--- config.mk ---
export PLATFORM = sky130hd
export DESIGN_NAME = bssc_top
export DESIGN_NICKNAME = d
export VERILOG_FILES = /design/src/bssc_pkg.sv /design/src/bssc_top.sv /design/src/bssc_fmt_decode.sv
export SDC_FILE = /design/constraint.sdc
export NUM_CORES = 1
export LEC_CHECK = 0
export BUFFER_PORTS_ARGS = -buffer_cell sky130_fd_sc_hd__buf_2
export CAP_MARGIN = 20
export CORE_ASPECT_RATIO = 0.9
export CORE_MARGIN = 3
export CORE_UTILIZATION = 58
export CTS_CLUSTER_SIZE = 30
export DETAILED_ROUTE_END_ITERATION = 8
export PLACE_DENSITY = 0.85
export SLEW_MARGIN = 20
export SYNTH_ARGS = -nofsm -noshare
export SYNTH_HDL_FRONTEND = slang
export SYNTH_SLANG_ARGS = --single-unit
--- constraint.sdc ---
create_clock -name core_clk_i -period 5 [get_ports core_clk_i]
set_input_delay 1.25 -clock core_clk_i [delete_from_list [all_inputs] [get_ports core_clk_i]]
set_output_delay 1.25 -clock core_clk_i [all_outputs]
set_load 0.01 [all_outputs]
--- src/bssc_pkg.sv ---
package bssc_pkg;

    // ------------------------------------------------------------
    // register offsets
    // ------------------------------------------------------------
    localparam logic [7:0] BSSC_LDN_OFS = 8'h0b;
    localparam logic [7:0] BSSC_LUP_OFS = 8'h0c;
    localparam logic [7:0] BSSC_DN_OFS = 8'h0d;
    localparam logic [7:0] BSSC_UP_OFS = 8'h0e;
    localparam logic [7:0] BSSC_RESP_OFS = 8'h0f;
    localparam logic [7:0] BSSC_FMT_OFS = 8'h10;
    localparam logic [7:0] BSSC_STAT_OFS = 8'h11;

    // ------------------------------------------------------------
    // values after reset
    // ------------------------------------------------------------
    localparam logic [7:0] BSSC_LDN_RST = 8'h00;
    localparam logic [7:0] BSSC_LUP_RST = 8'h00;
    localparam logic [7:0] BSSC_DN_RST = 8'h00;
    localparam logic [7:0] BSSC_UP_RST = 8'h00;
    localparam logic [7:0] BSSC_RESP_RST = 8'h00;
    localparam logic [7:0] BSSC_FMT_RST = 8'h00;

    // ------------------------------------------------------------
    // field positions
    // ------------------------------------------------------------
    localparam int BSSC_MASK_EN_BIT = 7;
    localparam logic [7:0] BSSC_COUNT_MASK = 8'h3f;
    localparam logic [7:0] BSSC_LDN_MASK = 8'hbf;
    localparam int BSSC_UP_FMT_BIT = 7;
    localparam int BSSC_UP_SIZE_LSB = 4;
    localparam int BSSC_DN_FMT_BIT = 3;
    localparam int BSSC_DN_SIZE_LSB = 0;
    localparam logic [7:0] BSSC_FMT_MASK = 8'hff;

    // ------------------------------------------------------------
    // timing and format figures
    // ------------------------------------------------------------
    localparam int BSSC_SUPERFRAME_BITS = 1024;
    localparam logic [10:0] BSSC_RESP_MULT = 11'h004;
    localparam logic [10:0] BSSC_RESP_OFFSET = 11'h007;
    localparam int BSSC_APPLY_MAX_FRAMES = 5;
    localparam logic [5:0] BSSC_SIZE_BASE = 6'h08;
    localparam logic [5:0] BSSC_SIZE_STEP = 6'h04;
    localparam logic [5:0] BSSC_COMP_WIDEN = 6'h04;
    localparam logic [2:0] BSSC_ECC24_BITS = 3'h6;
    localparam logic [2:0] BSSC_ECC32_BITS = 3'h7;
    localparam logic [2:0] BSSC_SIZE_RESERVED = 3'h7;

    // slot size codes, 8 to 32 bits in steps of four, and the reserved code
    typedef enum logic [2:0] {
        BSSC_SZ8 = 3'h0,
        BSSC_SZ12 = 3'h1,
        BSSC_SZ16 = 3'h2,
        BSSC_SZ20 = 3'h3,
        BSSC_SZ24 = 3'h4,
        BSSC_SZ28 = 3'h5,
        BSSC_SZ32 = 3'h6,
        BSSC_SZRSV = 3'h7
    } bssc_size_t;

endpackage : bssc_pkg

--- src/bssc_top.sv ---
`timescale 1ns/10ps
`default_nettype none

module bssc_top
    import bssc_pkg::*;
(
    input wire logic core_clk_i,
    input wire logic nrst_i,
    input wire logic is_main_i,
    input wire logic bit_tick_i,
    input wire logic loc_wr_i,
    input wire logic [7:0] loc_addr_i,
    input wire logic [7:0] loc_wdata_i,
    input wire logic bus_wr_i,
    input wire logic [7:0] bus_addr_i,
    input wire logic [7:0] bus_wdata_i,
    input wire logic [7:0] rd_addr_i,
    input wire logic new_structure_i,
    output logic [7:0] rd_data_o,
    output logic bcast_wr_o,
    output logic [7:0] bcast_addr_o,
    output logic [7:0] bcast_data_o,
    output logic superframe_start_o,
    output logic up_header_start_o,
    output logic structure_pending_o,
    output logic down_mask_enable_o,
    output logic [5:0] down_capture_count_o,
    output logic [5:0] down_add_count_o,
    output logic [5:0] up_add_count_o,
    output logic [5:0] down_pass_count_o,
    output logic [5:0] up_pass_count_o,
    output logic [7:0] response_cycles_o,
    output logic [5:0] up_slot_bits_o,
    output logic [5:0] up_serial_bits_o,
    output logic up_compress_o,
    output logic up_ecc_o,
    output logic [2:0] up_ecc_bits_o,
    output logic up_parity_o,
    output logic up_size_reserved_o,
    output logic [5:0] down_slot_bits_o,
    output logic [5:0] down_serial_bits_o,
    output logic down_compress_o,
    output logic down_ecc_o,
    output logic [2:0] down_ecc_bits_o,
    output logic down_parity_o,
    output logic down_size_reserved_o
);

    // ------------------------------------------------------------
    // address decode, shared by both write ports and the read port
    // ------------------------------------------------------------
    function automatic logic [6:0] bssc_sel(input logic [7:0] addr);
        bssc_sel = {addr == BSSC_STAT_OFS, addr == BSSC_FMT_OFS,
                    addr == BSSC_RESP_OFS, addr == BSSC_UP_OFS,
                    addr == BSSC_DN_OFS, addr == BSSC_LUP_OFS,
                    addr == BSSC_LDN_OFS};
    endfunction : bssc_sel

    localparam int SEL_LDN = 0;
    localparam int SEL_LUP = 1;
    localparam int SEL_DN = 2;
    localparam int SEL_UP = 3;
    localparam int SEL_RESP = 4;
    localparam int SEL_FMT = 5;
    localparam int SEL_STAT = 6;

    wire logic [6:0] loc_sel = bssc_sel(loc_addr_i);
    wire logic [6:0] bus_sel = bssc_sel(bus_addr_i);
    wire logic [6:0] rd_sel = bssc_sel(rd_addr_i);

    // ------------------------------------------------------------
    // write acceptance
    // ------------------------------------------------------------
    // a bus write in the same cycle as a local one wins, since it
    // carries the main node's view of the structure
    wire logic loc_ok = loc_wr_i && !bus_wr_i;
    wire logic [6:0] loc_en = loc_ok ? loc_sel : 7'h00;
    wire logic [6:0] bus_en = bus_wr_i ? bus_sel : 7'h00;
    wire logic loc_resp_ok = 1'b0;
    wire logic loc_fmt_ok = is_main_i;
    wire logic [6:0] wr_en = bus_en | {loc_en[6], loc_en[SEL_FMT] &&
        loc_fmt_ok, loc_en[SEL_RESP] && loc_resp_ok, loc_en[3:0]};
    wire logic [7:0] wdata = bus_wr_i ? bus_wdata_i : loc_wdata_i;
    wire logic fmt_bcast = loc_en[SEL_FMT] && is_main_i;

    // ------------------------------------------------------------
    // written (shadow) registers
    // ------------------------------------------------------------
    logic [7:0] local_downstream_slot_count;
    logic [7:0] local_upstream_slot_count;
    logic [7:0] downstream_slot_count;
    logic [7:0] upstream_slot_count;
    logic [7:0] response_cycle_count;
    logic [7:0] slot_size_format;

    // slot counts keep only their six bits, local downstream also its bit 7; other upper bits read as zero
    always_ff @(posedge core_clk_i or negedge nrst_i) begin
        if (!nrst_i) begin
            local_downstream_slot_count <= BSSC_LDN_RST;
            local_upstream_slot_count <= BSSC_LUP_RST;
            downstream_slot_count <= BSSC_DN_RST;
            upstream_slot_count <= BSSC_UP_RST;
            response_cycle_count <= BSSC_RESP_RST;
            slot_size_format <= BSSC_FMT_RST;
        end else begin
            if (wr_en[SEL_LDN])
                local_downstream_slot_count <= wdata & BSSC_LDN_MASK;
            if (wr_en[SEL_LUP])
                local_upstream_slot_count <= wdata & BSSC_COUNT_MASK;
            if (wr_en[SEL_DN])
                downstream_slot_count <= wdata & BSSC_COUNT_MASK;
            if (wr_en[SEL_UP])
                upstream_slot_count <= wdata & BSSC_COUNT_MASK;
            if (wr_en[SEL_RESP])
                response_cycle_count <= wdata;
            if (wr_en[SEL_FMT])
                slot_size_format <= wdata & BSSC_FMT_MASK;
        end
    end

    // ------------------------------------------------------------
    // auto-broadcast of slot-format writes made in the main node
    // ------------------------------------------------------------
    always_ff @(posedge core_clk_i or negedge nrst_i) begin
        if (!nrst_i) begin
            bcast_wr_o <= 1'b0;
            bcast_addr_o <= 8'h00;
            bcast_data_o <= 8'h00;
        end else begin
            bcast_wr_o <= fmt_bcast;
            if (fmt_bcast) begin
                bcast_addr_o <= BSSC_FMT_OFS;
                bcast_data_o <= wdata & BSSC_FMT_MASK;
            end
        end
    end

    // ------------------------------------------------------------
    // superframe timing
    // ------------------------------------------------------------
    logic [9:0] bit_pos;
    wire logic [10:0] up_hdr_pos = 11'(response_cycles_o) *
        BSSC_RESP_MULT + BSSC_RESP_OFFSET;
    wire logic frame_begin = bit_tick_i && (bit_pos == 10'h000);

    // ten bits wrap naturally after the last bit of the frame
    always_ff @(posedge core_clk_i or negedge nrst_i) begin
        if (!nrst_i) begin
            bit_pos <= 10'h000;
            superframe_start_o <= 1'b0;
            up_header_start_o <= 1'b0;
        end else begin
            if (bit_tick_i)
                bit_pos <= bit_pos + 10'h001;
            superframe_start_o <= frame_begin;
            up_header_start_o <= bit_tick_i &&
                ({1'b0, bit_pos} == up_hdr_pos);
        end
    end

    // ------------------------------------------------------------
    // new-structure sequencing
    // ------------------------------------------------------------
    typedef enum logic [2:0] {
        BSSC_IDLE = 3'b001,
        BSSC_WAIT = 3'b010,
        BSSC_LOAD = 3'b100
    } bssc_state_t;

    bssc_state_t state;
    bssc_state_t next_state;

    // the switch waits for a frame boundary so no frame mixes old and
    // new layouts; that costs at most one superframe, well inside five
    always_comb begin
        next_state = state;
        case (state)
            BSSC_IDLE: begin
                if (new_structure_i)
                    next_state = BSSC_WAIT;
            end
            BSSC_WAIT: begin
                if (frame_begin)
                    next_state = BSSC_LOAD;
            end
            BSSC_LOAD: begin
                next_state = new_structure_i ? BSSC_WAIT : BSSC_IDLE;
            end
            default: begin
                next_state = BSSC_IDLE;
            end
        endcase
    end

    always_ff @(posedge core_clk_i or negedge nrst_i) begin
        if (!nrst_i)
            state <= BSSC_IDLE;
        else
            state <= next_state;
    end

    wire logic apply = (state == BSSC_LOAD);
    assign structure_pending_o = (state == BSSC_WAIT);

    // ------------------------------------------------------------
    // active slot plan, taken from the shadows only on apply
    // ------------------------------------------------------------
    wire logic ldn_mask = local_downstream_slot_count[BSSC_MASK_EN_BIT];
    wire logic [5:0] ldn_cnt = local_downstream_slot_count[5:0];

    always_ff @(posedge core_clk_i or negedge nrst_i) begin
        if (!nrst_i) begin
            down_mask_enable_o <= 1'b0;
            down_capture_count_o <= 6'h00;
            down_add_count_o <= 6'h00;
            up_add_count_o <= 6'h00;
            down_pass_count_o <= 6'h00;
            up_pass_count_o <= 6'h00;
            response_cycles_o <= BSSC_RESP_RST;
        end else if (apply) begin
            down_mask_enable_o <= ldn_mask;
            down_capture_count_o <= ldn_mask ? 6'h00 : ldn_cnt;
            down_add_count_o <= ldn_mask ? ldn_cnt : 6'h00;
            up_add_count_o <= is_main_i ? 6'h00
                : local_upstream_slot_count[5:0];
            // main: total sent; subordinate: passed on after capture
            down_pass_count_o <= downstream_slot_count[5:0];
            // main: expected from first node; subordinate: forwarded
            up_pass_count_o <= upstream_slot_count[5:0];
            response_cycles_o <= response_cycle_count;
        end
    end

    // ------------------------------------------------------------
    // per-direction format decode; index 0 upstream, 1 downstream
    // ------------------------------------------------------------
    wire logic [1:0] dir_fmt = {slot_size_format[BSSC_DN_FMT_BIT],
                                slot_size_format[BSSC_UP_FMT_BIT]};
    wire logic [2:0] dir_size [2];
    logic [5:0] dir_slot_bits [2];
    logic [5:0] dir_serial_bits [2];
    logic [1:0] dir_comp;
    logic [1:0] dir_ecc;
    logic [2:0] dir_ecc_bits [2];
    logic [1:0] dir_parity;
    logic [1:0] dir_rsv;

    assign dir_size[0] = slot_size_format[BSSC_UP_SIZE_LSB +: 3];
    assign dir_size[1] = slot_size_format[BSSC_DN_SIZE_LSB +: 3];

    genvar d;
    generate
        for (d = 0; d < 2; d = d + 1) begin : g_dir
            bssc_fmt_decode u_dec (
                .core_clk_i(core_clk_i),
                .nrst_i(nrst_i),
                .load_i(apply),
                .fmt_sel_i(dir_fmt[d]),
                .size_code_i(dir_size[d]),
                .slot_bits_o(dir_slot_bits[d]),
                .serial_bits_o(dir_serial_bits[d]),
                .compress_o(dir_comp[d]),
                .ecc_o(dir_ecc[d]),
                .ecc_bits_o(dir_ecc_bits[d]),
                .parity_o(dir_parity[d]),
                .size_reserved_o(dir_rsv[d])
            );
        end
    endgenerate

    assign up_slot_bits_o = dir_slot_bits[0];
    assign up_serial_bits_o = dir_serial_bits[0];
    assign up_compress_o = dir_comp[0];
    assign up_ecc_o = dir_ecc[0];
    assign up_ecc_bits_o = dir_ecc_bits[0];
    assign up_parity_o = dir_parity[0];
    assign up_size_reserved_o = dir_rsv[0];
    assign down_slot_bits_o = dir_slot_bits[1];
    assign down_serial_bits_o = dir_serial_bits[1];
    assign down_compress_o = dir_comp[1];
    assign down_ecc_o = dir_ecc[1];
    assign down_ecc_bits_o = dir_ecc_bits[1];
    assign down_parity_o = dir_parity[1];
    assign down_size_reserved_o = dir_rsv[1];

    // ------------------------------------------------------------
    // register readback; status shows the pending flag and node role
    // ------------------------------------------------------------
    wire logic [7:0] stat_word = {6'h00, is_main_i, structure_pending_o};
    wire logic [7:0] next_rd =
        rd_sel[SEL_LDN] ? local_downstream_slot_count :
        rd_sel[SEL_LUP] ? local_upstream_slot_count :
        rd_sel[SEL_DN] ? downstream_slot_count :
        rd_sel[SEL_UP] ? upstream_slot_count :
        rd_sel[SEL_RESP] ? response_cycle_count :
        rd_sel[SEL_FMT] ? slot_size_format :
        rd_sel[SEL_STAT] ? stat_word : 8'h00;

    always_ff @(posedge core_clk_i or negedge nrst_i) begin
        if (!nrst_i)
            rd_data_o <= 8'h00;
        else
            rd_data_o <= next_rd;
    end

endmodule : bssc_top

`default_nettype wire

--- src/bssc_fmt_decode.sv ---
`timescale 1ns/10ps
`default_nettype none

module bssc_fmt_decode
    import bssc_pkg::*;
(
    input wire logic core_clk_i,
    input wire logic nrst_i,
    input wire logic load_i,
    input wire logic fmt_sel_i,
    input wire logic [2:0] size_code_i,
    output logic [5:0] slot_bits_o,
    output logic [5:0] serial_bits_o,
    output logic compress_o,
    output logic ecc_o,
    output logic [2:0] ecc_bits_o,
    output logic parity_o,
    output logic size_reserved_o
);

    // ------------------------------------------------------------
    // size and alternate-format decode
    // ------------------------------------------------------------
    wire logic rsv = (size_code_i == BSSC_SZRSV);
    wire logic [5:0] bits = BSSC_SIZE_BASE +
        6'(size_code_i) * BSSC_SIZE_STEP;
    wire logic comp_size = (size_code_i == BSSC_SZ12) ||
        (size_code_i == BSSC_SZ16) || (size_code_i == BSSC_SZ20);
    wire logic ecc_size = (size_code_i == BSSC_SZ24) ||
        (size_code_i == BSSC_SZ32);
    // 8 and 28 bit sizes fall through both tests, so the bit is moot
    wire logic next_comp = fmt_sel_i && comp_size;
    wire logic next_ecc = fmt_sel_i && ecc_size;
    wire logic [2:0] next_ecc_bits = !next_ecc ? 3'h0 :
        (size_code_i == BSSC_SZ24) ? BSSC_ECC24_BITS : BSSC_ECC32_BITS;
    wire logic [5:0] next_serial = next_comp ? bits + BSSC_COMP_WIDEN
                                             : bits;

    // ------------------------------------------------------------
    // decoded format, held until the next structure is applied
    // ------------------------------------------------------------
    always_ff @(posedge core_clk_i or negedge nrst_i) begin
        if (!nrst_i) begin
            slot_bits_o <= BSSC_SIZE_BASE;
            serial_bits_o <= BSSC_SIZE_BASE;
            compress_o <= 1'b0;
            ecc_o <= 1'b0;
            ecc_bits_o <= 3'h0;
            parity_o <= 1'b1;
            size_reserved_o <= 1'b0;
        end else if (load_i) begin
            slot_bits_o <= rsv ? 6'h00 : bits;
            serial_bits_o <= rsv ? 6'h00 : next_serial;
            compress_o <= next_comp;
            ecc_o <= next_ecc;
            ecc_bits_o <= next_ecc_bits;
            parity_o <= !next_ecc;
            size_reserved_o <= rsv;
        end
    end

endmodule : bssc_fmt_decode

`default_nettype wire

After elaboration in Yosys (flattened, before gate mapping)
Cells that the tools add are included.
{"block": "totals", "inputBits": 47, "memories": 0, "ram_bits": 0, "rom_bits": 0, "latch_bits": 0, "output_inout_bits": 105, "word_cells": 125, "regBits": 151}
{"block": "classes", "div_mod_pow": 0, "n_lt_le_gt_ge": 0, "n_reduce_logical": 19, "n_shift": 0, "mux": 27, "eq_ne": 37, "n_addsub": 6, "n_mul": 0, "bitwise": 1}
{"op": "8-bit by 4-bit equality test with 1-bit output, second input constant", "n": 15}
{"op": "6-bit two-way mux", "n": 11}
{"op": "8-bit two-way mux", "n": 7}
{"op": "8-bit by 5-bit equality test with 1-bit output, second input constant", "n": 4}
{"op": "3-bit equality test, second input constant", "n": 7}
{"op": "3-bit by 2-bit equality test with 1-bit output, second input constant", "n": 5}
{"op": "4-bit by 5-bit adder with 6-bit output, first input constant", "n": 2}
{"op": "6-bit by 3-bit adder with 6-bit output, second input constant", "n": 2}
{"op": "3-bit two-way mux", "n": 4}
{"op": "10-bit by 3-bit adder with 11-bit output, second input constant", "n": 1}
{"op": "10-bit by 11-bit equality test with 1-bit output", "n": 1}
{"op": "10-bit by 1-bit adder with 10-bit output, second input constant", "n": 1}
{"op": "10-bit logical NOT", "n": 1}
{"op": "3-bit by 1-bit equality test with 1-bit output, second input constant", "n": 3}
{"op": "3-bit case mux with 3 select lines", "n": 1}
{"op": "1-bit logical AND", "n": 8}
{"op": "1-bit logical OR", "n": 6}
{"op": "6-bit bitwise OR", "n": 1}
{"op": "2-bit two-way mux", "n": 2}
{"op": "1-bit logical NOT", "n": 3}
{"op": "1-bit two-way mux", "n": 2}
{"op": "2-bit by 1-bit != test with 1-bit output, second input constant", "n": 1}
{"op": "2-bit != test, second input constant", "n": 1}
{"op": "2-bit AND reduction", "n": 1}

Depth between registers and ports, before layout
{"block": "depth", "word_depth": 8, "mapped_depth": 7, "mapped_depth_nobuf": 7}

Modules after synthesis
A second synthesis with hierarchy kept.
{"block": "hier_totals", "cells_unflattened": 630, "area_unflattened_um2": 6782.8}
{"module": "bssc_top", "cells_each": 500, "n_inst": 1, "area_each_um2": 5469.0, "seq_area_each_um2": 2829.0}
{"module": "bssc_fmt_decode", "cells_each": 65, "n_inst": 2, "area_each_um2": 656.9, "seq_area_each_um2": 304.0}

Worst setup path after synthesis
Ideal clock, no wire load.
{"block": "synth_timing", "path_type": "input to register", "startpoint": "input port bus_wr_i", "endpoint": "register local_downstream_slot_count[0]", "path_stages": 5, "n_path_buf": 1, "slack_ns": 2.328, "setup_time_ns": 0.125, "arrival_time_ns": 2.547, "required_time_ns": 4.875, "cell_sequence": "buf_6 > nor4_4 > nand3_1 > o32ai_4 > mux2_2"}
{"block": "synth_via", "elab_chain_len": 4, "elab_cells_between_ends": 6, "cone_classes": "mux: 3; bitwise: 1; reduce/logical: 2"}
{"item": "start, declared", "line": "bssc_top.sv:14", "source": "input wire logic bus_wr_i,"}
{"item": "1-bit logical NOT", "line": "bssc_top.sv:76", "source": "wire logic loc_ok = loc_wr_i && !bus_wr_i;"}
{"item": "1-bit logical AND", "line": "bssc_top.sv:76"}
{"item": "6-bit two-way mux", "line": "bssc_top.sv:77", "source": "wire logic [6:0] loc_en = loc_ok ? loc_sel : 7'h00;"}
{"item": "6-bit bitwise OR", "line": "bssc_top.sv:81", "source": "wire logic [6:0] wr_en = bus_en | {loc_en[6], loc_en[SEL_FMT] &&"}
{"item": "end signal, assigned", "line": "bssc_top.sv:107", "source": "local_downstream_slot_count <= wdata & BSSC_LDN_MASK;"}
{"item": "end, declared", "line": "bssc_top.sv:89", "source": "logic [7:0] local_downstream_slot_count;"}
Parallel ways exist; a longest one is shown, timed or not.
A chain may end at the register's enable or synchronous reset.

Final worst setup path
{"block": "layout_timing", "startpoint": "register state[2]", "endpoint": "output port structure_pending_o"}
{"block": "layout_via", "elab_chain_len": 1}
{"item": "start, declared", "line": "bssc_top.sv:170", "source": "bssc_state_t state;"}
{"item": "start signal, assigned", "line": "bssc_top.sv:199", "source": "state <= next_state;"}
{"item": "3-bit by 2-bit equality test with 1-bit output", "line": "bssc_top.sv:203", "source": "assign structure_pending_o = (state == BSSC_WAIT);"}
{"item": "end, declared", "line": "bssc_top.sv:25", "source": "output logic structure_pending_o,"}
No other way between the ends.

==> impl_metrics.ini <==
[synth]
yosys.area.top_type = dfrtp_1
synth_compound_area_share_pct = 9.78
ys.flop_type = dfrtp_1
synth_warnings = 0
yosys-top-cells-area = dfrtp_1 50%, mux2_2 12%, nand2_1 3.9%
ys_types = 59
avgSynthCellArea_sq_um = 11.2
synthCells = 584
synth-seq-cells = 138
synth_top_family_by_area = multiplexers
ys_seq_area_share_pct = 52.7
synth-adder-area-share_pct = 2.67
synthMuxAreaShare_pct = 13.7
synth_area_sq_um = 6570
synth_xor_area_share_pct = 2.93
synth-simple-area-share_pct = 13.6
synth-edff-count = 0
yosysTopAreaCellShare_pct = 49.9
async_reset_ff_share_pct = 100

[cts]
clk_pin_slew_ns = 0.06
tritoncts = yes
clock_latency_ns = 0.41
cts-root-buf = clkbuf_16
cts_buffers = 17
cts_setup_buffers = 0
cts_num_sinks = 138
clock_path_buffers = 2
hold_buffers = 0
ctsResizeCount = 0
ctsHtreeMaxLevel = 4

[sta]
worst_pin_slew_ns = 1.04
max_freq_mhz = 372
min_period_ns = 2.69
slew_headroom_pct = 30.5
setup_viol = 0
finalCritPeriodShare_pct = 53.7
rsz0062_at_grt = no
fin_setup_tns_ns = 0
skew_ns = 0.00553
setup_slack_ns = 2.31
hold_slack_ns = 0.468
finalHoldViolations = 0
slew_violations = 0

[grt]
busiest_layer = met2
antenna_found_initial = 0
grt_pass1_vias = 5211
met2_usage_pct = 43.7
overflow = 0
track_usage_pct = 26.8
gr-usage-met1_pct = 35.2
grt_use_met3_pct = 6.54
grt_pass1_wl_mm = 26.8
grt_max_degree = 98

[floorplan]
die_h_microns = 107
floorplan.rows = 36
initial_utilization_pct = 60.0
pin_count = 152
core_area_sq_um = 10900
die_w_microns = 118
die-area_sq_um = 12600

[drt]
wl_mm = 16.4
viasPerCell = 5.78
ant_nets = 0
vias = 5059
post_drt_wl_per_cell_microns = 18.7
first_pass_iters = 5
remaining_drc_errors = 0
drt_iter0_markers = 424

[final_layout]
antenna_cells = 0
fin_area_sq_um = 7830
layout-drive-gt1-share_pct = 35.2
area_growth_pct = 19.3
nets = 772

[min_path]
worstHoldPathType = flop to flop

[power_and_ir_drop]
p_leak_nw = 3.97
ir_worst_vdd_mv = 0.216
power.density_nw_per_um2 = 375

[placement]
pre_cts_slack_ns = 2.03
place_congestion = 0.926
numPortBuffers = 136
dp_hpwl_mm = 11.5
placed_area_sq_um = 7250

[setup_path]
critPathArrivalTime_ns = 1.44
worst_ep_required_time_ns = 3.75
start_kind = flop
crit_path_end_kind = primary output
crit_fanout = 4
critPathKind = flop to primary output

[flow_run]
drv_cap = 0

[status]
outcome = finished, final reports clean
through the flow:
| step | instances | util (%) | total power, mW |
|---|---|---|---|
| 5_1_grt | 876 | 71.5 | 3.05 |
| 3_5_place_dp | 844 | 66.3 | 1.73 |
| 3_3_place_gp | 844 | 66.3 | 1.70 |
| 4_1_cts | 876 | 71.5 | 2.94 |
| 6_report | 876 | 71.5 | 2.93 |
| 2_1_floorplan | 598 | - | 1.56 |
cells by family after synthesis:
group / count (synthesis)
other cells: 1
compound gates: 97
simple gates: 175
mux: 81
xor+xnor: 22
fa+ha+maj: 14
buf+inv: 56
flops: 138
area by class of cell:
type / instances / area [sq um]
timing repair buffer: 137 / 694
multi-input combinational: 404 / 2860
clock inverter: 14 / 148
clock buffer: 18 / 429
tap: 152 / 190
fill: 762 / 3110
inverter: 13 / 48.8
sequential: 138 / 3460
final timing paths:
path                                          from                         endpoint  slack [ns]  cells past startpoint
max in group asynchronous                   nrst_i             response_cycles_o[3]        3.01                      2
max reg2reg                    slot_size_format[4]  g_dir[0].u_dec.serial_bits_o[5]        2.76                      7
min in group asynchronous                   nrst_i  g_dir[1].u_dec.serial_bits_o[2]        0.90                      1
min                        g_dir[1].u_dec.parity_o          g_dir[1].u_dec.parity_o        0.47                      2
min reg2reg                g_dir[1].u_dec.parity_o          g_dir[1].u_dec.parity_o        0.47                      2
max                                       state[2]              structure_pending_o        2.31                      3
cells in the mapped netlist (3+ instances only):
master	n
dfstp_2	7
dfrtp_1	131
buf_4	21
nand3_1	10
o21ai_0	38
nor2_1	26
a21o_1	4
buf_2	3
o211ai_1	4
nand4b_1	5
a22o_1	10
and3_1	7
nand3b_1	6
ha_1	14
mux2i_1	10
nand2b_1	16
nor3_1	12
xor2_1	7
buf_1	4
xnor2_1	15
clkbuf_1	14
nand4_1	6
mux2_2	71
a21oi_1	19
nand2_1	68
inv_1	13
nor2b_1	3
critical path, cell delays in order, from the launching register on:
cell and delay [ns]:
dfrtp_1 0.39, nand2b_1 0.20, nor2_1 0.25, buf_2 0.19
power breakdown:
| group | total (mW) | switching, mW | internal, mW |
|---|---|---|---|
| logic | 0.369 | 0.206 | 0.163 |
| registers | 1.35 | 0.118 | 1.23 |
| clock network | 1.21 | 0.477 | 0.735 |
state kept, by name, indices dropped and copies added (netlist names), 7 cells and up:
name,cells
local_downstream_slot_count,7
rd_data_o,8
bcast_data_o,8
response_cycles_o,8
bit_pos,10
g_dir.u_dec.serial_bits_o,7
g_dir.u_dec.slot_bits_o,8
response_cycle_count,8
slot_size_format,8
per-layer routing:
layer | routed length [microns] | vias to the layer above
met3 | 1170 | 46
met5 | 0 | -
li1 | - | 2274
met2 | 7850 | 242
met4 | 426 | 0
met1 | 6910 | 2497
cell usage in the layout, fill, tap and decap left out, drive strengths merged, types with 4 or more instances in the layout:
master    count
xnor2        15
a21oi        19
nand4         6
nor3         12
dfstp         7
buf         137
a22o         10
dfrtp       131
nand2        68
clkbuf       18
mux2i        10
ha           14
mux2         71
clkinvlp      5
xor2          7
conb         15
o21ai        39
inv          15
a21o          4
clkinv        5
nor2         28
and3          7
nand3b        6
o211ai        4
nand4b        5
nand2b       16
nand3        10
No activity file was read; power rests on OpenSTA's default activity.
